<file path="src/rtl/iass_pkg.sv">
// Package for the acknowledge/stop sequencer of the serial port.
// Assumes a single aclk domain and an AXI4-Lite register master.
package iass_pkg;

  localparam int unsigned CLK_HZ = 125000000;

  // Register byte offsets
  localparam logic [7:0] OFF_CTRL   = 8'h00;
  localparam logic [7:0] OFF_STATUS = 8'h04;
  localparam logic [7:0] OFF_MASK   = 8'h08;
  localparam logic [7:0] OFF_BAUD   = 8'h0c;
  localparam logic [7:0] OFF_TXBUF  = 8'h10;

  // Control register bit positions
  localparam int CTRL_ACK_EN  = 0;
  localparam int CTRL_ACK_DT  = 1;
  localparam int CTRL_STOP_EN = 2;

  // Status register bit positions (sticky, write one to clear)
  localparam int ST_IRQ  = 0;
  localparam int ST_STOP = 1;
  localparam int ST_WRITE_COLLISION_FLAG = 2;
  localparam int ST_BITS = 3;

  // Reset values
  localparam logic [7:0]  BAUD_RST  = 8'h04;
  localparam logic [31:0] RD_ZERO   = 32'h0000_0000;

  localparam logic [1:0] RESP_OKAY   = 2'b00;
  localparam logic [1:0] RESP_SLVERR = 2'b10;

  typedef enum logic [7:0] {
    SQ_IDLE     = 8'b0000_0001,
    SQ_ACK_LOW  = 8'b0000_0010,
    SQ_ACK_WAIT = 8'b0000_0100,
    SQ_ACK_HIGH = 8'b0000_1000,
    SQ_STP_SDA  = 8'b0001_0000,
    SQ_STP_LOW  = 8'b0010_0000,
    SQ_STP_SCLH = 8'b0100_0000,
    SQ_STP_DONE = 8'b1000_0000
  } iass_state_t;

  typedef struct packed {
    logic scl_oe;
    logic sda_oe;
  } iass_pins_t;

  typedef struct packed {
    logic ack_go;
    logic ack_dt;
    logic stop_go;
  } iass_cmd_t;

endpackage : iass_pkg

</file>
<file path="src/rtl/iass_baud.sv">
// Baud period counter: reload on request, pulse on count reaching zero.
// Assumes period register is stable while a count runs.
`timescale 1ns/1ps
`default_nettype none
module iass_baud (
  input  wire logic       aclk,
  input  wire logic       aresetn,
  input  wire logic       run,
  input  wire logic       reload,
  input  wire logic [7:0] period,
  output var  logic       tick
);
  import iass_pkg::*;

  logic [7:0] cnt_r;
  wire        at_zero = (cnt_r == 8'h00);

  always_ff @(posedge aclk) begin
    if (!aresetn || !run || reload) begin
      cnt_r <= period;
    end else if (at_zero) begin
      cnt_r <= period;
    end else begin
      cnt_r <= cnt_r - 8'h01;
    end
  end

  assign tick = run && !reload && at_zero;
endmodule : iass_baud
`default_nettype wire

</file>
<file path="src/rtl/iass_regs.sv">
// AXI4-Lite slave: decodes accesses into strobes, returns read data.
// Assumes one read and one write outstanding at most.
`timescale 1ns/1ps
`default_nettype none
module iass_regs (
  input  wire logic        aclk,
  input  wire logic        aresetn,
  input  wire logic [7:0]  s_awaddr,
  input  wire logic        s_awvalid,
  output var  logic        s_awready,
  input  wire logic [31:0] s_wdata,
  input  wire logic [3:0]  s_wstrb,
  input  wire logic        s_wvalid,
  output var  logic        s_wready,
  output var  logic [1:0]  s_bresp,
  output var  logic        s_bvalid,
  input  wire logic        s_bready,
  input  wire logic [7:0]  s_araddr,
  input  wire logic        s_arvalid,
  output var  logic        s_arready,
  output var  logic [31:0] s_rdata,
  output var  logic [1:0]  s_rresp,
  output var  logic        s_rvalid,
  input  wire logic        s_rready,
  input  wire logic [31:0] rd_value,
  input  wire logic        rd_hit,
  output var  logic [7:0]  rd_addr,
  output var  logic        wr_stb,
  output var  logic [7:0]  wr_addr,
  output var  logic [31:0] wr_data,
  input  wire logic        wr_hit
);
  import iass_pkg::*;

  logic        aw_ok_r, w_ok_r;
  logic [7:0]  awa_r;
  logic [31:0] wd_r;
  logic [3:0]  ws_r;
  logic [7:0]  ara_r;
  logic        ar_ok_r;

  // Low byte lane must be enabled for a write to take effect
  assign wr_stb    = aw_ok_r && w_ok_r && !s_bvalid && ws_r[0];
  assign wr_addr   = awa_r;
  assign wr_data   = wd_r;
  assign rd_addr   = ara_r;
  assign s_awready = !aw_ok_r && !s_bvalid;
  assign s_wready  = !w_ok_r && !s_bvalid;
  assign s_arready = !ar_ok_r && !s_rvalid;

  always_ff @(posedge aclk) begin
    if (!aresetn) begin
      aw_ok_r  <= 1'b0;
      w_ok_r   <= 1'b0;
      awa_r    <= 8'h00;
      wd_r     <= 32'h0000_0000;
      ws_r     <= 4'h0;
      s_bvalid <= 1'b0;
      s_bresp  <= RESP_OKAY;
    end else begin
      if (s_awvalid && s_awready) begin
        aw_ok_r <= 1'b1;
        awa_r   <= s_awaddr;
      end
      if (s_wvalid && s_wready) begin
        w_ok_r <= 1'b1;
        wd_r   <= s_wdata;
        ws_r   <= s_wstrb;
      end
      if (aw_ok_r && w_ok_r && !s_bvalid) begin
        s_bvalid <= 1'b1;
        s_bresp  <= wr_hit ? RESP_OKAY : RESP_SLVERR;
        aw_ok_r  <= 1'b0;
        w_ok_r   <= 1'b0;
      end else if (s_bvalid && s_bready) begin
        s_bvalid <= 1'b0;
      end
    end
  end

  always_ff @(posedge aclk) begin
    if (!aresetn) begin
      ar_ok_r  <= 1'b0;
      ara_r    <= 8'h00;
      s_rvalid <= 1'b0;
      s_rdata  <= RD_ZERO;
      s_rresp  <= RESP_OKAY;
    end else begin
      if (s_arvalid && s_arready) begin
        ar_ok_r <= 1'b1;
        ara_r   <= s_araddr;
      end else if (ar_ok_r) begin
        ar_ok_r  <= 1'b0;
        s_rvalid <= 1'b1;
        s_rdata  <= rd_hit ? rd_value : RD_ZERO;
        s_rresp  <= rd_hit ? RESP_OKAY : RESP_SLVERR;
      end else if (s_rvalid && s_rready) begin
        s_rvalid <= 1'b0;
      end
    end
  end
endmodule : iass_regs
`default_nettype wire

</file>
<file path="src/rtl/iass_top.sv">
// Acknowledge and stop sequencer of a two-wire serial port master.
// Assumes SCL/SDA are open drain, sampled synchronously to aclk.
//
// The placing of the registers and register access over AXI4-Lite were chosen for this implementation.
`timescale 1ns/1ps
`default_nettype none
// Overview of operation
// - Setting ack enable starts an acknowledge sequence.
// - Ack start pulls SCL low and puts ack data value on SDA.
// - After one baud period SCL is released high.
// - Wait for SCL sampled high, count one period, pull SCL low.
// - At end clear ack enable, stop baud counter, go idle.
// - Buffer write during ack sets collision flag; buffer unchanged.
// - Stop enable makes a stop condition after receive or transmit.
// - SCL held low after the ninth clock falling edge.
// - Stop drives SDA low; once sampled low, reload and count down.
// - On timeout release SCL; one period later release SDA.
// - Stop detected flag set when SDA and SCL both sampled high.
// - One period after stop detect clear stop enable, set irq flag.
// - Buffer write during stop sets collision flag; buffer unchanged.
module iass_top
  import iass_pkg::*;
(
  input  wire logic        aclk,
  input  wire logic        aresetn,
  input  wire logic [7:0]  s_axi_awaddr,
  input  wire logic        s_axi_awvalid,
  output var  logic        s_axi_awready,
  input  wire logic [31:0] s_axi_wdata,
  input  wire logic [3:0]  s_axi_wstrb,
  input  wire logic        s_axi_wvalid,
  output var  logic        s_axi_wready,
  output var  logic [1:0]  s_axi_bresp,
  output var  logic        s_axi_bvalid,
  input  wire logic        s_axi_bready,
  input  wire logic [7:0]  s_axi_araddr,
  input  wire logic        s_axi_arvalid,
  output var  logic        s_axi_arready,
  output var  logic [31:0] s_axi_rdata,
  output var  logic [1:0]  s_axi_rresp,
  output var  logic        s_axi_rvalid,
  input  wire logic        s_axi_rready,
  input  wire logic        scl_i,
  output var  logic        scl_o,
  output var  logic        scl_oe,
  input  wire logic        sda_i,
  output var  logic        sda_o,
  output var  logic        sda_oe,
  output var  logic        irq
);
  import iass_pkg::*;

  iass_state_t state_r, state_nxt;
  iass_pins_t  pins_r, pins_nxt;
  logic [2:0]  ctrl_r;
  logic [ST_BITS-1:0] status_r, mask_r;
  logic [7:0]  baud_r;
  logic [7:0]  txbuf_r;
  logic        irq_r;

  logic [7:0]  rd_addr, wr_addr;
  logic [31:0] wr_data;
  logic        wr_stb;
  logic        tick;

  // One decode serves both channels, so the two maps cannot drift apart
  function automatic logic reg_mapped(input logic [7:0] a);
    reg_mapped = (a == OFF_CTRL) || (a == OFF_STATUS) || (a == OFF_MASK) ||
                 (a == OFF_BAUD) || (a == OFF_TXBUF);
  endfunction : reg_mapped

  wire seq_busy   = (state_r != SQ_IDLE);
  wire ctrl_wr    = wr_stb && (wr_addr == OFF_CTRL);
  wire status_wr  = wr_stb && (wr_addr == OFF_STATUS);
  wire mask_wr    = wr_stb && (wr_addr == OFF_MASK);
  wire baud_wr    = wr_stb && (wr_addr == OFF_BAUD);
  wire txbuf_wr   = wr_stb && (wr_addr == OFF_TXBUF);
  wire write_collision_flag_ev    = txbuf_wr && seq_busy;
  // Response depends on the address only; a masked lane still answers OKAY
  wire wr_hit     = reg_mapped(wr_addr);
  wire rd_hit     = reg_mapped(rd_addr);
  wire ack_start  = (state_r == SQ_IDLE) && ctrl_r[CTRL_ACK_EN];
  wire stop_start = (state_r == SQ_IDLE) && !ctrl_r[CTRL_ACK_EN] &&
                    ctrl_r[CTRL_STOP_EN];
  wire ack_done   = (state_r == SQ_ACK_HIGH) && tick;
  wire stop_det   = (state_r == SQ_STP_SCLH) && !pins_r.sda_oe &&
                    sda_i && scl_i;
  wire stop_end   = (state_r == SQ_STP_DONE) && tick;
  // Reload at stop detect so the closing delay is a full period
  wire baud_reload = (state_r == SQ_ACK_WAIT) ||
                     (state_r == SQ_STP_SDA) ||
                     stop_det;

  function automatic logic [31:0] zext8(input logic [7:0] v);
    zext8 = {24'h00_0000, v};
  endfunction : zext8

  wire [31:0] rd_value =
    (rd_addr == OFF_CTRL)   ? {29'h0, ctrl_r} :
    (rd_addr == OFF_STATUS) ? {29'h0, status_r} :
    (rd_addr == OFF_MASK)   ? {29'h0, mask_r} :
    (rd_addr == OFF_BAUD)   ? zext8(baud_r) : zext8(txbuf_r);

  iass_regs u_regs (
    .aclk      (aclk),
    .aresetn   (aresetn),
    .s_awaddr  (s_axi_awaddr),
    .s_awvalid (s_axi_awvalid),
    .s_awready (s_axi_awready),
    .s_wdata   (s_axi_wdata),
    .s_wstrb   (s_axi_wstrb),
    .s_wvalid  (s_axi_wvalid),
    .s_wready  (s_axi_wready),
    .s_bresp   (s_axi_bresp),
    .s_bvalid  (s_axi_bvalid),
    .s_bready  (s_axi_bready),
    .s_araddr  (s_axi_araddr),
    .s_arvalid (s_axi_arvalid),
    .s_arready (s_axi_arready),
    .s_rdata   (s_axi_rdata),
    .s_rresp   (s_axi_rresp),
    .s_rvalid  (s_axi_rvalid),
    .s_rready  (s_axi_rready),
    .rd_value  (rd_value),
    .rd_hit    (rd_hit),
    .rd_addr   (rd_addr),
    .wr_stb    (wr_stb),
    .wr_addr   (wr_addr),
    .wr_data   (wr_data),
    .wr_hit    (wr_hit)
  );

  // Counter runs only while a sequence is under way
  iass_baud u_baud (
    .aclk    (aclk),
    .aresetn (aresetn),
    .run     (seq_busy),
    .reload  (baud_reload),
    .period  (baud_r),
    .tick    (tick)
  );

  // Sequencer
  always_comb begin
    state_nxt = state_r;
    pins_nxt  = pins_r;
    unique case (state_r)
      SQ_IDLE: begin
        if (ack_start) begin
          state_nxt       = SQ_ACK_LOW;
          pins_nxt.scl_oe = 1'b1;
          pins_nxt.sda_oe = !ctrl_r[CTRL_ACK_DT];
        end else if (stop_start) begin
          state_nxt       = SQ_STP_SDA;
          pins_nxt.scl_oe = 1'b1;
          pins_nxt.sda_oe = 1'b1;
        end
      end
      SQ_ACK_LOW: if (tick) begin
        state_nxt       = SQ_ACK_WAIT;
        pins_nxt.scl_oe = 1'b0;
      end
      // Slaves may stretch the clock; wait for the line itself
      SQ_ACK_WAIT: if (scl_i) begin
        state_nxt = SQ_ACK_HIGH;
      end
      SQ_ACK_HIGH: if (tick) begin
        state_nxt       = SQ_IDLE;
        pins_nxt.scl_oe = 1'b1;
        pins_nxt.sda_oe = 1'b0;
      end
      SQ_STP_SDA: if (!sda_i) begin
        state_nxt = SQ_STP_LOW;
      end
      SQ_STP_LOW: if (tick) begin
        state_nxt       = SQ_STP_SCLH;
        pins_nxt.scl_oe = 1'b0;
      end
      SQ_STP_SCLH: begin
        if (tick && pins_r.sda_oe) begin
          pins_nxt.sda_oe = 1'b0;
        end else if (!pins_r.sda_oe && sda_i && scl_i) begin
          state_nxt = SQ_STP_DONE;
        end
      end
      SQ_STP_DONE: if (tick) begin
        state_nxt = SQ_IDLE;
      end
      default: begin
        state_nxt = SQ_IDLE;
        pins_nxt  = '0;
      end
    endcase
  end

  always_ff @(posedge aclk) begin
    if (!aresetn) begin
      state_r <= SQ_IDLE;
      pins_r  <= '0;
    end else begin
      state_r <= state_nxt;
      pins_r  <= pins_nxt;
    end
  end

  // Control: hardware clears enables at end of its sequence
  always_ff @(posedge aclk) begin
    if (!aresetn) begin
      ctrl_r <= 3'b000;
    end else begin
      if (ctrl_wr) begin
        ctrl_r <= wr_data[2:0];
      end
      if (ack_done) begin
        ctrl_r[CTRL_ACK_EN] <= 1'b0;
      end
      if (stop_end) begin
        ctrl_r[CTRL_STOP_EN] <= 1'b0;
      end
    end
  end

  // Sticky flags: hardware set wins over a clearing write
  wire [ST_BITS-1:0] st_set = {write_collision_flag_ev, stop_det, stop_end};
  wire [ST_BITS-1:0] st_clr = status_wr ? wr_data[ST_BITS-1:0] : '0;
  wire [ST_BITS-1:0] status_nxt = (status_r & ~st_clr) | st_set;
  wire [ST_BITS-1:0] mask_nxt   = mask_wr ? wr_data[ST_BITS-1:0] : mask_r;

  always_ff @(posedge aclk) begin
    if (!aresetn) begin
      status_r <= '0;
      mask_r   <= '0;
      baud_r   <= BAUD_RST;
      txbuf_r  <= 8'h00;
      irq_r    <= 1'b0;
    end else begin
      status_r <= status_nxt;
      mask_r   <= mask_nxt;
      if (baud_wr) begin
        baud_r <= wr_data[7:0];
      end
      if (txbuf_wr && !seq_busy) begin
        txbuf_r <= wr_data[7:0];
      end
      // Next values, so a mask write takes effect without extra lag
      irq_r <= |(status_nxt & mask_nxt);
    end
  end

  assign scl_oe = pins_r.scl_oe;
  assign sda_oe = pins_r.sda_oe;
  assign scl_o  = 1'b0;
  assign sda_o  = 1'b0;
  assign irq    = irq_r;

  property p_ack_scl_low;
    @(posedge aclk) disable iff (!aresetn)
      ack_start |=> scl_oe && (sda_oe == !$past(ctrl_r[CTRL_ACK_DT]));
  endproperty
  a_ack_scl_low: assert property (p_ack_scl_low)
    else $error("ack start did not drive pins");

  property p_ack_release;
    @(posedge aclk) disable iff (!aresetn)
      (state_r == SQ_ACK_LOW && tick) |=> !scl_oe;
  endproperty
  a_ack_release: assert property (p_ack_release)
    else $error("SCL not released after baud period");

  property p_ack_stretch;
    @(posedge aclk) disable iff (!aresetn)
      (state_r == SQ_ACK_WAIT && !scl_i) |=> (state_r == SQ_ACK_WAIT);
  endproperty
  a_ack_stretch: assert property (p_ack_stretch)
    else $error("stretch not honoured");

  property p_ack_end;
    @(posedge aclk) disable iff (!aresetn)
      ack_done |=> !ctrl_r[CTRL_ACK_EN] && state_r == SQ_IDLE && scl_oe;
  endproperty
  a_ack_end: assert property (p_ack_end)
    else $error("ack end not clean");

  property p_write_collision_flag;
    @(posedge aclk) disable iff (!aresetn)
      write_collision_flag_ev |=> status_r[ST_WRITE_COLLISION_FLAG] && txbuf_r == $past(txbuf_r);
  endproperty
  a_write_collision_flag: assert property (p_write_collision_flag)
    else $error("collision not flagged or buffer changed");

  property p_stop_sda;
    @(posedge aclk) disable iff (!aresetn)
      stop_start |=> sda_oe && scl_oe;
  endproperty
  a_stop_sda: assert property (p_stop_sda)
    else $error("stop did not pull SDA low");

  property p_stop_det;
    @(posedge aclk) disable iff (!aresetn)
      stop_det |=> status_r[ST_STOP];
  endproperty
  a_stop_det: assert property (p_stop_det)
    else $error("stop detect flag missing");

  property p_stop_end;
    @(posedge aclk) disable iff (!aresetn)
      stop_end |=> !ctrl_r[CTRL_STOP_EN] && status_r[ST_IRQ];
  endproperty
  a_stop_end: assert property (p_stop_end)
    else $error("stop end not flagged");

  property p_write_collision_flag_sticky;
    @(posedge aclk) disable iff (!aresetn)
      (status_r[ST_WRITE_COLLISION_FLAG] && !(status_wr && wr_data[ST_WRITE_COLLISION_FLAG]))
        |=> status_r[ST_WRITE_COLLISION_FLAG];
  endproperty
  a_write_collision_flag_sticky: assert property (p_write_collision_flag_sticky)
    else $error("collision flag dropped");

  property p_ack_enter;
    @(posedge aclk) disable iff (!aresetn)
      ack_start |=> (state_r == SQ_ACK_LOW);
  endproperty
  a_ack_enter: assert property (p_ack_enter)
    else $error("ack sequence not entered");

  property p_ack_rise;
    @(posedge aclk) disable iff (!aresetn)
      (state_r == SQ_ACK_WAIT && scl_i) |=>
        (state_r == SQ_ACK_HIGH) && !scl_oe;
  endproperty
  a_ack_rise: assert property (p_ack_rise)
    else $error("high phase not entered after SCL rose");

  property p_stop_hold;
    @(posedge aclk) disable iff (!aresetn)
      (state_r == SQ_STP_SDA || state_r == SQ_STP_LOW) |-> scl_oe;
  endproperty
  a_stop_hold: assert property (p_stop_hold)
    else $error("SCL not held low before stop");

  property p_stop_scl;
    @(posedge aclk) disable iff (!aresetn)
      (state_r == SQ_STP_LOW && tick) |=> !scl_oe && sda_oe;
  endproperty
  a_stop_scl: assert property (p_stop_scl)
    else $error("SCL not released first in stop");

  property p_stop_sda_rel;
    @(posedge aclk) disable iff (!aresetn)
      (state_r == SQ_STP_SCLH && tick && pins_r.sda_oe) |=> !sda_oe;
  endproperty
  a_stop_sda_rel: assert property (p_stop_sda_rel)
    else $error("SDA not released one period later");
endmodule : iass_top
`default_nettype wire

</file>
<file path="config.mk">
export PLATFORM = sky130hd
export DESIGN_NAME = iass_top
export DESIGN_NICKNAME = d
export VERILOG_FILES = /design/src/rtl/iass_pkg.sv /design/src/rtl/iass_baud.sv /design/src/rtl/iass_regs.sv /design/src/rtl/iass_top.sv
export SDC_FILE = /design/constraint.sdc
export NUM_CORES = 1
export LEC_CHECK = 0
export BUFFER_PORTS_ARGS = -buffer_cell sky130_fd_sc_hd__buf_4
export CAP_MARGIN = 20
export CORE_MARGIN = 1
export CORE_UTILIZATION = 45
export CTS_CLUSTER_DIAMETER = 30
export DETAILED_ROUTE_END_ITERATION = 7
export PLACE_DENSITY_LB_ADDON = 0.25
export SLEW_MARGIN = 20
export SYNTH_ARGS = -nofsm -noshare
export SYNTH_HDL_FRONTEND = slang
export SYNTH_HIERARCHICAL = 1
export SYNTH_SLANG_ARGS = --single-unit
export TNS_END_PERCENT = 1
</file>
<file path="constraint.sdc">
create_clock -name aclk -period 4.2 [get_ports aclk]
set_input_delay 0.84 -clock aclk [delete_from_list [all_inputs] [get_ports aclk]]
set_output_delay 0.84 -clock aclk [all_outputs]
set_load 0.05 [all_outputs]
</file>
==> impl_metrics.py, run 1 <==
metrics = {
    "die": {
        "num_rows": 38,
        "start_util_pct": 46.6,
        "die_h_um": 108,
        "dieArea_um2": 11800,
        "pin_count": 107,
        "fp.coreArea_um2": 10900,
        "die_x_um": 108,
    },
    "timing": {
        "max_slew_margin_pct": 44.6,
        "final-hold-violation-count": 0,
        "maxSlewViolCount": 0,
        "rsz0062_at_grt": "no",
        "fin_crit_ps": 2790,
        "fin_crit_sh_pct": 66.4,
        "clock_skew_ps": 7.45,
        "setup_tns_ps": 0,
        "setup_violations": 0,
        "max_freq_ghz": 0.358,
        "tightest_slew_ps": 830,
    },
    "worst_setup_path": {
        "critPathLaunchType": "flip-flop",
        "crit_fanout": 9,
        "max_stage_delay_ps": 690,
        "worstPathArrival_ps": 3000,
        "endpoint_kind": "flip-flop",
        "critPathKind": "reg2reg",
        "crit_required_ps": 4410,
        "cp_slowest_cell": "nor4_1",
        "cp_cell_sequence": "nor4_1, nand3_1, nand2_1, nor3b_1, buf_4, a2bb2oi_1, o22ai_1, or2_1, o311ai_1",
    },
    "finish": {
        "drive_above_1_share_pct": 19.5,
        "diodes": 0,
        "fillers": 1035,
        "area_growth_pct": 17.2,
        "layout_commonest_cell": "dfxtp_1",
        "regArea_um2": 2160,
        "final_cell_mix": "dfxtp_1, buf_4, nor2b_1, a21oi_1, nand2_1",
        "nets": 710,
        "multi_input_area_um2": 2660,
    },
    "global_route": {
        "first_global_vias": 3859,
        "antenna_found_initial": 0,
        "grt_pass1_wl_um": 18200,
        "grt_usage_pct": 19.4,
        "grt_max_degree": 73,
        "grt_overflow": 0,
    },
    "pwr": {
        "total_power_mw": 2.53,
        "ir_worst_vdd_mv": 0.311,
        "power_density_nw_per_um2": 423,
        "power_leakage_nw": 2.43,
    },
    "status": {
        "status": "complete, no violations",
    },
    "route": {
        "vias": 4071,
        "drc": 0,
        "vias_per_cell": 5.14,
        "drt_iter0_drc": 203,
        "drt-total-wl_um": 10800,
        "dr.pass1.iters": 4,
        "post_drt_wl_per_cell_um": 13.6,
        "final_antenna_net_count": 0,
    },
    "worst_hold_path": {
        "hold_path_class": "reg2reg",
    },
    "clock_network": {
        "cts.clk_slew.worst_paths_ps": 70,
        "insertion_delay_ps": 340,
        "htree_levels": 3,
        "cts_inserted_buffers": 9,
        "clockBufferDepth": 2,
        "root_buffer": "clkbuf_16",
        "holdBufCountCts": 0,
        "tritoncts": "built",
        "clock_sinks": 108,
        "ctsResizeCount": 0,
        "post_cts_buffers": 0,
    },
    "place": {
        "hpwlAfterDp_um": 7560,
        "port_buffers": 75,
        "gp_congestion": 0.860,
    },
    "yosys": {
        "yosysWarnings": 6,
        "syn-cell-area_um2": 5100,
        "synth_cells": 575,
        "syn_area_per_cell_um2": 8.87,
    },
    "flow_run": {
        "drv_cap": 0,
    },
}
## power by group
group,total (mW),switching [mW],leakage (nW),internal (mW)
clock network,0.873,0.388,0.151,0.485
registers,1.15,0.0623,0.878,1.09
logic,0.504,0.315,1.40,0.189
## layout make-up
class / count / share of cell area (%)
clock inverter: 6 / 1.19
inverter: 15 / 0.984
multi-input combinational: 432 / 44.5
tap: 140 / 2.93
sequential: 108 / 36.2
timing repair buffer: 81 / 10.2
clock buffer: 10 / 4.00
## routing by layer
metal  GRT usage (%)  vias to the layer above  part of all wire, %
li1                -                     2078                    -
met1            25.1                     1900                   47
met2            31.8                       81                   47
met3            4.76                       12                  4.9
met4            5.89                        0                  1.3
met5               0                        -                    0
## worst max-delay path: cells and delay by family, from the launching register on
kind	cells	cell delay, ps
AO/OA/AOI/OAI	3	690
buffers and inverters	1	160
flip-flops	1	350
AND/OR/NAND/NOR	5	1440
## metrics by stage
stage	instances	cell area, um2	util [%]	hold slack (ps)	setup slack, ps
3_5_place_dp	775	5660	51.7	443	1310
4_1_cts	791	5970	54.6	453	1470
5_1_grt	792	5980	54.7	481	1110
2_1_floorplan	601	5200	-	423	1620
6_report	792	5980	54.7	458	1410
3_3_place_gp	775	5660	51.7	434	1410
## registers in the layout, summed over array words and instances, names as in the netlist, 3 cells and up
name / flops
u_baud/cnt_r: 8
status_r: 3
u_regs/wr_data: 8
u_regs/rd_addr: 8
ctrl_r: 3
state_r: 8
u_regs/s_rdata: 32
txbuf_r: 8
mask_r: 3
baud_r: 8
u_regs/wr_addr: 8
## path summary, 6_finish.rpt
kind,depth (start not counted),start,end,slack [ps]
worst max-delay path,9,state_r[4],state_r[0],1410
worst min-delay path,2,u_regs/rd_addr[6],u_regs/rd_addr[6],460
worst max register to register,9,state_r[4],state_r[0],1410
worst min register to register,2,u_regs/rd_addr[6],u_regs/rd_addr[6],460
Note: power is estimated with default switching activity, not from simulation.
==> inputs of run 2 (changes only) <==
==> constraint.sdc (replaced) <==
create_clock -name aclk -period 2.3 [get_ports aclk]
set_input_delay 0.46 -clock aclk [delete_from_list [all_inputs] [get_ports aclk]]
set_output_delay 0.46 -clock aclk [all_outputs]
set_load 0.05 [all_outputs]
==> impl_metrics.py, run 2 (synthesized netlist as in run 1, its figures left out) <==
metrics = {
    "status": {
        "status": "finished with violations",
        "violations": "negative setup slack",
    },
    "finish": {
        "regMostFlops": "u_regs/s_rdata",
        "drive_above_1_share_pct": 27.3,
        "diodes": 0,
        "area_growth_pct": 24.7,
        "nets": 746,
        "final_cell_mix": "buf_4, dfxtp_1, nor2b_1, a21oi_1, nand2_1",
        "layout_commonest_cell": "buf_4",
        "final_util_pct": 58.2,
        "fillers": 982,
        "largest_reg_flops": 32,
    },
    "route": {
        "vias_per_cell": 5.05,
        "dr.pass1.iters": 4,
        "post_drt_wl_per_cell_um": 13.8,
        "drt-total-wl_um": 11400,
        "vias": 4184,
        "drt_iter0_drc": 134,
        "drc": 0,
        "final_antenna_net_count": 0,
    },
    "worst_setup_path": {
        "crit_fanout": 6,
        "critPathKind": "reg2reg",
        "max_stage_delay_ps": 450,
        "r2r_cells": 8,
        "critPathLaunchType": "flip-flop",
        "cp_slowest_cell": "or4_1",
        "cp_cell_sequence": "nor4_4, nand3_2, nor3b_2, buf_4, a211oi_2, a311o_1, or4_1, a21oi_1",
        "endpoint_kind": "flip-flop",
        "worstPathArrival_ps": 2590,
        "cp_top_family": "simple AND/OR/NAND/NOR gates",
        "path_buf_inv": 1,
        "cp.depth": 8,
        "crit_required_ps": 2560,
    },
    "global_route": {
        "first_global_vias": 3998,
        "grt_max_degree": 78,
        "busiest_layer": "met2",
        "antenna_found_initial": 0,
        "grt_pass1_wl_um": 18700,
        "met2_usage_pct": 34.2,
        "met1_usage_pct": 24.8,
        "grt_usage_pct": 20.3,
        "grt_overflow": 0,
        "grt_util_met3_pct": 6.09,
    },
    "timing": {
        "fin_hold_ws_ps": 320,
        "fin_crit_ps": 2330,
        "tightest_slew_ps": 593,
        "final-hold-violation-count": 0,
        "max_freq_ghz": 0.429,
        "setup_tns_ps": -32.9,
        "fin_crit_sh_pct": 101,
        "clock_skew_ps": 5.57,
        "maxSlewViolCount": 0,
        "worst_slack_ps": -32.9,
        "setup_violations": 1,
        "rsz0062_at_grt": "yes",
        "max_slew_margin_pct": 60.1,
    },
    "worst_hold_path": {
        "whs_path_depth": 3,
        "hold_path_class": "in2reg",
    },
    "die": {
        "pin_count": 107,
        "num_rows": 38,
        "dieArea_um2": 11800,
        "die_x_um": 108,
        "start_util_pct": 46.6,
        "die_h_um": 108,
        "fp.coreArea_um2": 10900,
    },
    "pwr": {
        "pwr-share-clk_pct": 33.2,
        "p_seq_share_pct": 43.7,
        "switching_power_mw": 1.44,
        "power_density_nw_per_um2": 758,
        "internal_power_mw": 3.38,
        "total_power_mw": 4.82,
        "ir_worst_vdd_mv": 0.456,
        "power_leakage_nw": 2.63,
        "switching_share_pct": 29.8,
        "p_comb_share_pct": 23.1,
    },
    "clock_network": {
        "tritoncts": "built",
        "insertion_delay_ps": 350,
        "cts.clk_slew.worst_paths_ps": 70,
        "cts_inserted_buffers": 9,
        "htree_levels": 3,
        "root_buffer": "clkbuf_16",
        "clockBufferDepth": 2,
        "holdBufCountCts": 0,
        "clock_sinks": 108,
    },
    "place": {
        "gp_congestion": 0.897,
        "port_buffers": 75,
        "hpwlAfterDp_um": 8180,
    },
    "flow_run": {
        "drv_cap": 0,
    },
}
## run 2: layout make-up
cell class	instances	area (um2)	share of cell area [%]
multi-input combinational	432	2740	43.1
sequential	108	2180	34.3
inverter	15	58.8	0.925
clock inverter	4	56.3	0.885
tap	140	175	2.75
clock buffer	12	256	4.03
timing repair buffer	117	891	14.0
## run 2: routing by layer
metal,part of all wire [%],routed length (um)
met5,0,0
met4,0.66,75
met3,4.9,559
met2,48,5530
met1,46,5260
## run 2: path summary, 6_finish.rpt
kind,start,end,slack [ps]
setup / recovery,u_baud/cnt_r[2],state_r[3],-30
hold / removal,s_axi_wdata[4],u_regs/wr_data[4],320
setup reg to reg,u_baud/cnt_r[2],state_r[3],-30
hold reg to reg,u_regs/ws_r[0],u_regs/ws_r[0],460
## run 2: stage by stage
step	cell area [um2]	instances	worst slack [ps]
3_5_place_dp	5920	808	-212
3_3_place_gp	5920	808	-149
6_report	6360	828	-32.9
2_1_floorplan	5200	601	17.5
5_1_grt	6360	828	-147
4_1_cts	6250	824	-5.50
## run 2: worst register-to-register path, cell delays in order (launching register included)
cell and delay (ps):
dfxtp_2 350, nor4_4 310, nand3_2 120, nor3b_2 230, buf_4 170, a211oi_2 50
a311o_1 410, or4_1 450, a21oi_1 160
## run 2: repair_timing
item,in CTS,in global routing
resized for setup,7,20
setup buffers,0,4
pin swaps,0,8
endpoints found under the setup margin,9,12
## run 2: power groups by stage
stage               logic (mW)  clock network [mW]  registers (mW)
floorplan                0.654                   0            2.24
global placement          1.03                   0            2.13
detailed placement        1.05                   0            2.14
CTS                       1.07                1.64            2.10
global route              1.21                1.70            2.12
finish                    1.12                1.60            2.11
==> inputs of run 3 (changes only) <==
--- a/config.mk
+++ b/config.mk
@@ -5,6 +5,7 @@
 export SDC_FILE = /design/constraint.sdc
 export NUM_CORES = 1
 export LEC_CHECK = 0
+export ABC_AREA = 1
 export BUFFER_PORTS_ARGS = -buffer_cell sky130_fd_sc_hd__buf_4
 export CAP_MARGIN = 20
 export CORE_MARGIN = 1
==> impl_metrics.py, run 3 <==
metrics = {
    "status": {
        "status": "complete, no violations",
    },
    "finish": {
        "fillers": 1170,
        "nets": 915,
        "regArea_um2": 2170,
        "regMostFlops": "u_regs/s_rdata",
        "largest_reg_flops": 32,
        "final_area_um2": 6270,
        "final_cell_mix": "nand2_1, nor2_1, dfxtp_1, inv_1, buf_4",
        "layout_commonest_cell": "nand2_1",
        "drive_above_1_share_pct": 17.5,
        "area_growth_pct": 19.1,
        "multi_input_area_um2": 2630,
        "final_util_pct": 54.9,
        "diodes": 0,
    },
    "route": {
        "vias": 4641,
        "dr.pass1.iters": 4,
        "drc": 0,
        "drt-total-wl_um": 11200,
        "final_antenna_net_count": 0,
        "post_drt_wl_per_cell_um": 11.2,
        "drt_iter0_drc": 255,
        "vias_per_cell": 4.64,
    },
    "clock_network": {
        "insertion_delay_ps": 350,
        "root_buffer": "clkbuf_16",
        "post_cts_buffers": 0,
        "tritoncts": "built",
        "clockBufferDepth": 2,
        "htree_levels": 3,
        "cts.clk_slew.worst_paths_ps": 70,
        "cts_inserted_buffers": 9,
        "clock_sinks": 108,
    },
    "worst_setup_path": {
        "critPathLaunchType": "flip-flop",
        "reg2reg_setup_slack_ps": 200,
        "cp_slowest_cell": "dfxtp_1",
        "worstPathArrival_ps": 2350,
        "endpoint_kind": "flip-flop",
        "critPathKind": "reg2reg",
        "max_stage_delay_ps": 380,
        "crit_fanout": 7,
        "cp_cell_sequence": "nor2_1, nand2_2, nor2_1, nor2_2, nand2_1, nor4b_4, inv_2, nand3_1, nand2_1, nor2_2, nand3_4, nor2_2, nor2_1",
        "crit_required_ps": 2540,
    },
    "pwr": {
        "power_density_nw_per_um2": 975,
        "ir_worst_vdd_mv": 0.442,
        "power_leakage_nw": 2.90,
        "total_power_mw": 6.11,
    },
    "die": {
        "start_util_pct": 46.1,
        "num_rows": 39,
        "die_h_um": 110,
        "fp.coreArea_um2": 11400,
        "die_x_um": 110,
        "pin_count": 107,
        "dieArea_um2": 12100,
    },
    "timing": {
        "fin_crit_ps": 2100,
        "fin_hold_ws_ps": 298,
        "max_freq_ghz": 0.475,
        "maxSlewViolCount": 0,
        "setup_tns_ps": 0,
        "fin_crit_sh_pct": 91.4,
        "final-hold-violation-count": 0,
        "setup_violations": 0,
        "clock_skew_ps": 5.00,
        "tightest_slew_ps": 632,
        "max_slew_margin_pct": 57.8,
    },
    "yosys": {
        "synth_cells": 772,
        "syn-cell-area_um2": 5270,
        "syn_area_per_cell_um2": 6.82,
        "yosysWarnings": 6,
    },
    "place": {
        "gp_congestion": 0.848,
        "hpwlAfterDp_um": 7910,
        "place_area_um2": 5940,
        "port_buffers": 75,
    },
    "global_route": {
        "grt_overflow": 0,
        "first_global_vias": 3906,
        "grt_usage_pct": 19.3,
        "grt_pass1_wl_um": 18500,
        "antenna_found_initial": 0,
        "grt_max_degree": 45,
    },
    "worst_hold_path": {
        "hold_path_class": "in2reg",
    },
    "flow_run": {
        "drv_cap": 0,
    },
}
[run 3: area by class of cell]
| cell class | instances | area share, % |
|---|---|---|
| multi-input combinational | 555 | 42.0 |
| sequential | 108 | 34.6 |
| timing repair buffer | 85 | 10.2 |
| inverter | 93 | 5.59 |
| clock buffer | 12 | 4.09 |
| tap | 143 | 2.85 |
| clock inverter | 4 | 0.758 |
[run 3: repair_timing]
| action | in CTS | in global routing |
|---|---|---|
| resized for setup | 1 | 8 |
| endpoints found under the setup margin | 1 | 6 |
| hold buffers | 0 | 0 |
[run 3: final timing paths]
check | startpoint | to | depth (start not counted)
worst max-delay path | state_r[1] | state_r[2] | 13
worst min-delay path | s_axi_rready | u_regs/s_rvalid | 2
worst max register to register | state_r[1] | state_r[2] | 13
worst min register to register | txbuf_r[2] | txbuf_r[2] | 2
[run 3: power by group]
group	switching (mW)	leakage (nW)	internal, mW
sequential	0.204	0.883	2.08
clock	0.688	0.149	0.901
combinational	1.43	1.87	0.805
total	2.32	2.90	3.79
[run 3: layer usage]
metal | global-route usage [%] | up-vias | part of all wire, %
li1 | - | 2547 | -
met1 | 27.3 | 2008 | 51
met2 | 29.6 | 76 | 45
met3 | 2.94 | 10 | 3.4
met4 | 7.33 | 0 | 1.4
met5 | 0 | - | 0
[run 3: critical path: cells and delay by family (launching register included)]
kind | cells | cell delay (ps)
and+or+nand+nor | 12 | 1510
DFF | 1 | 380
buffers and inverters | 1 | 110
[run 3: through the flow]
| stage | instances | worst slack, ps |
|---|---|---|
| after floorplan | 798 | 85.3 |
| after global placement | 984 | 60.5 |
| after detailed placement | 984 | -27.5 |
| after CTS | 1000 | 104 |
| after global routing | 1000 | -5.24 |
| final | 1000 | 197 |
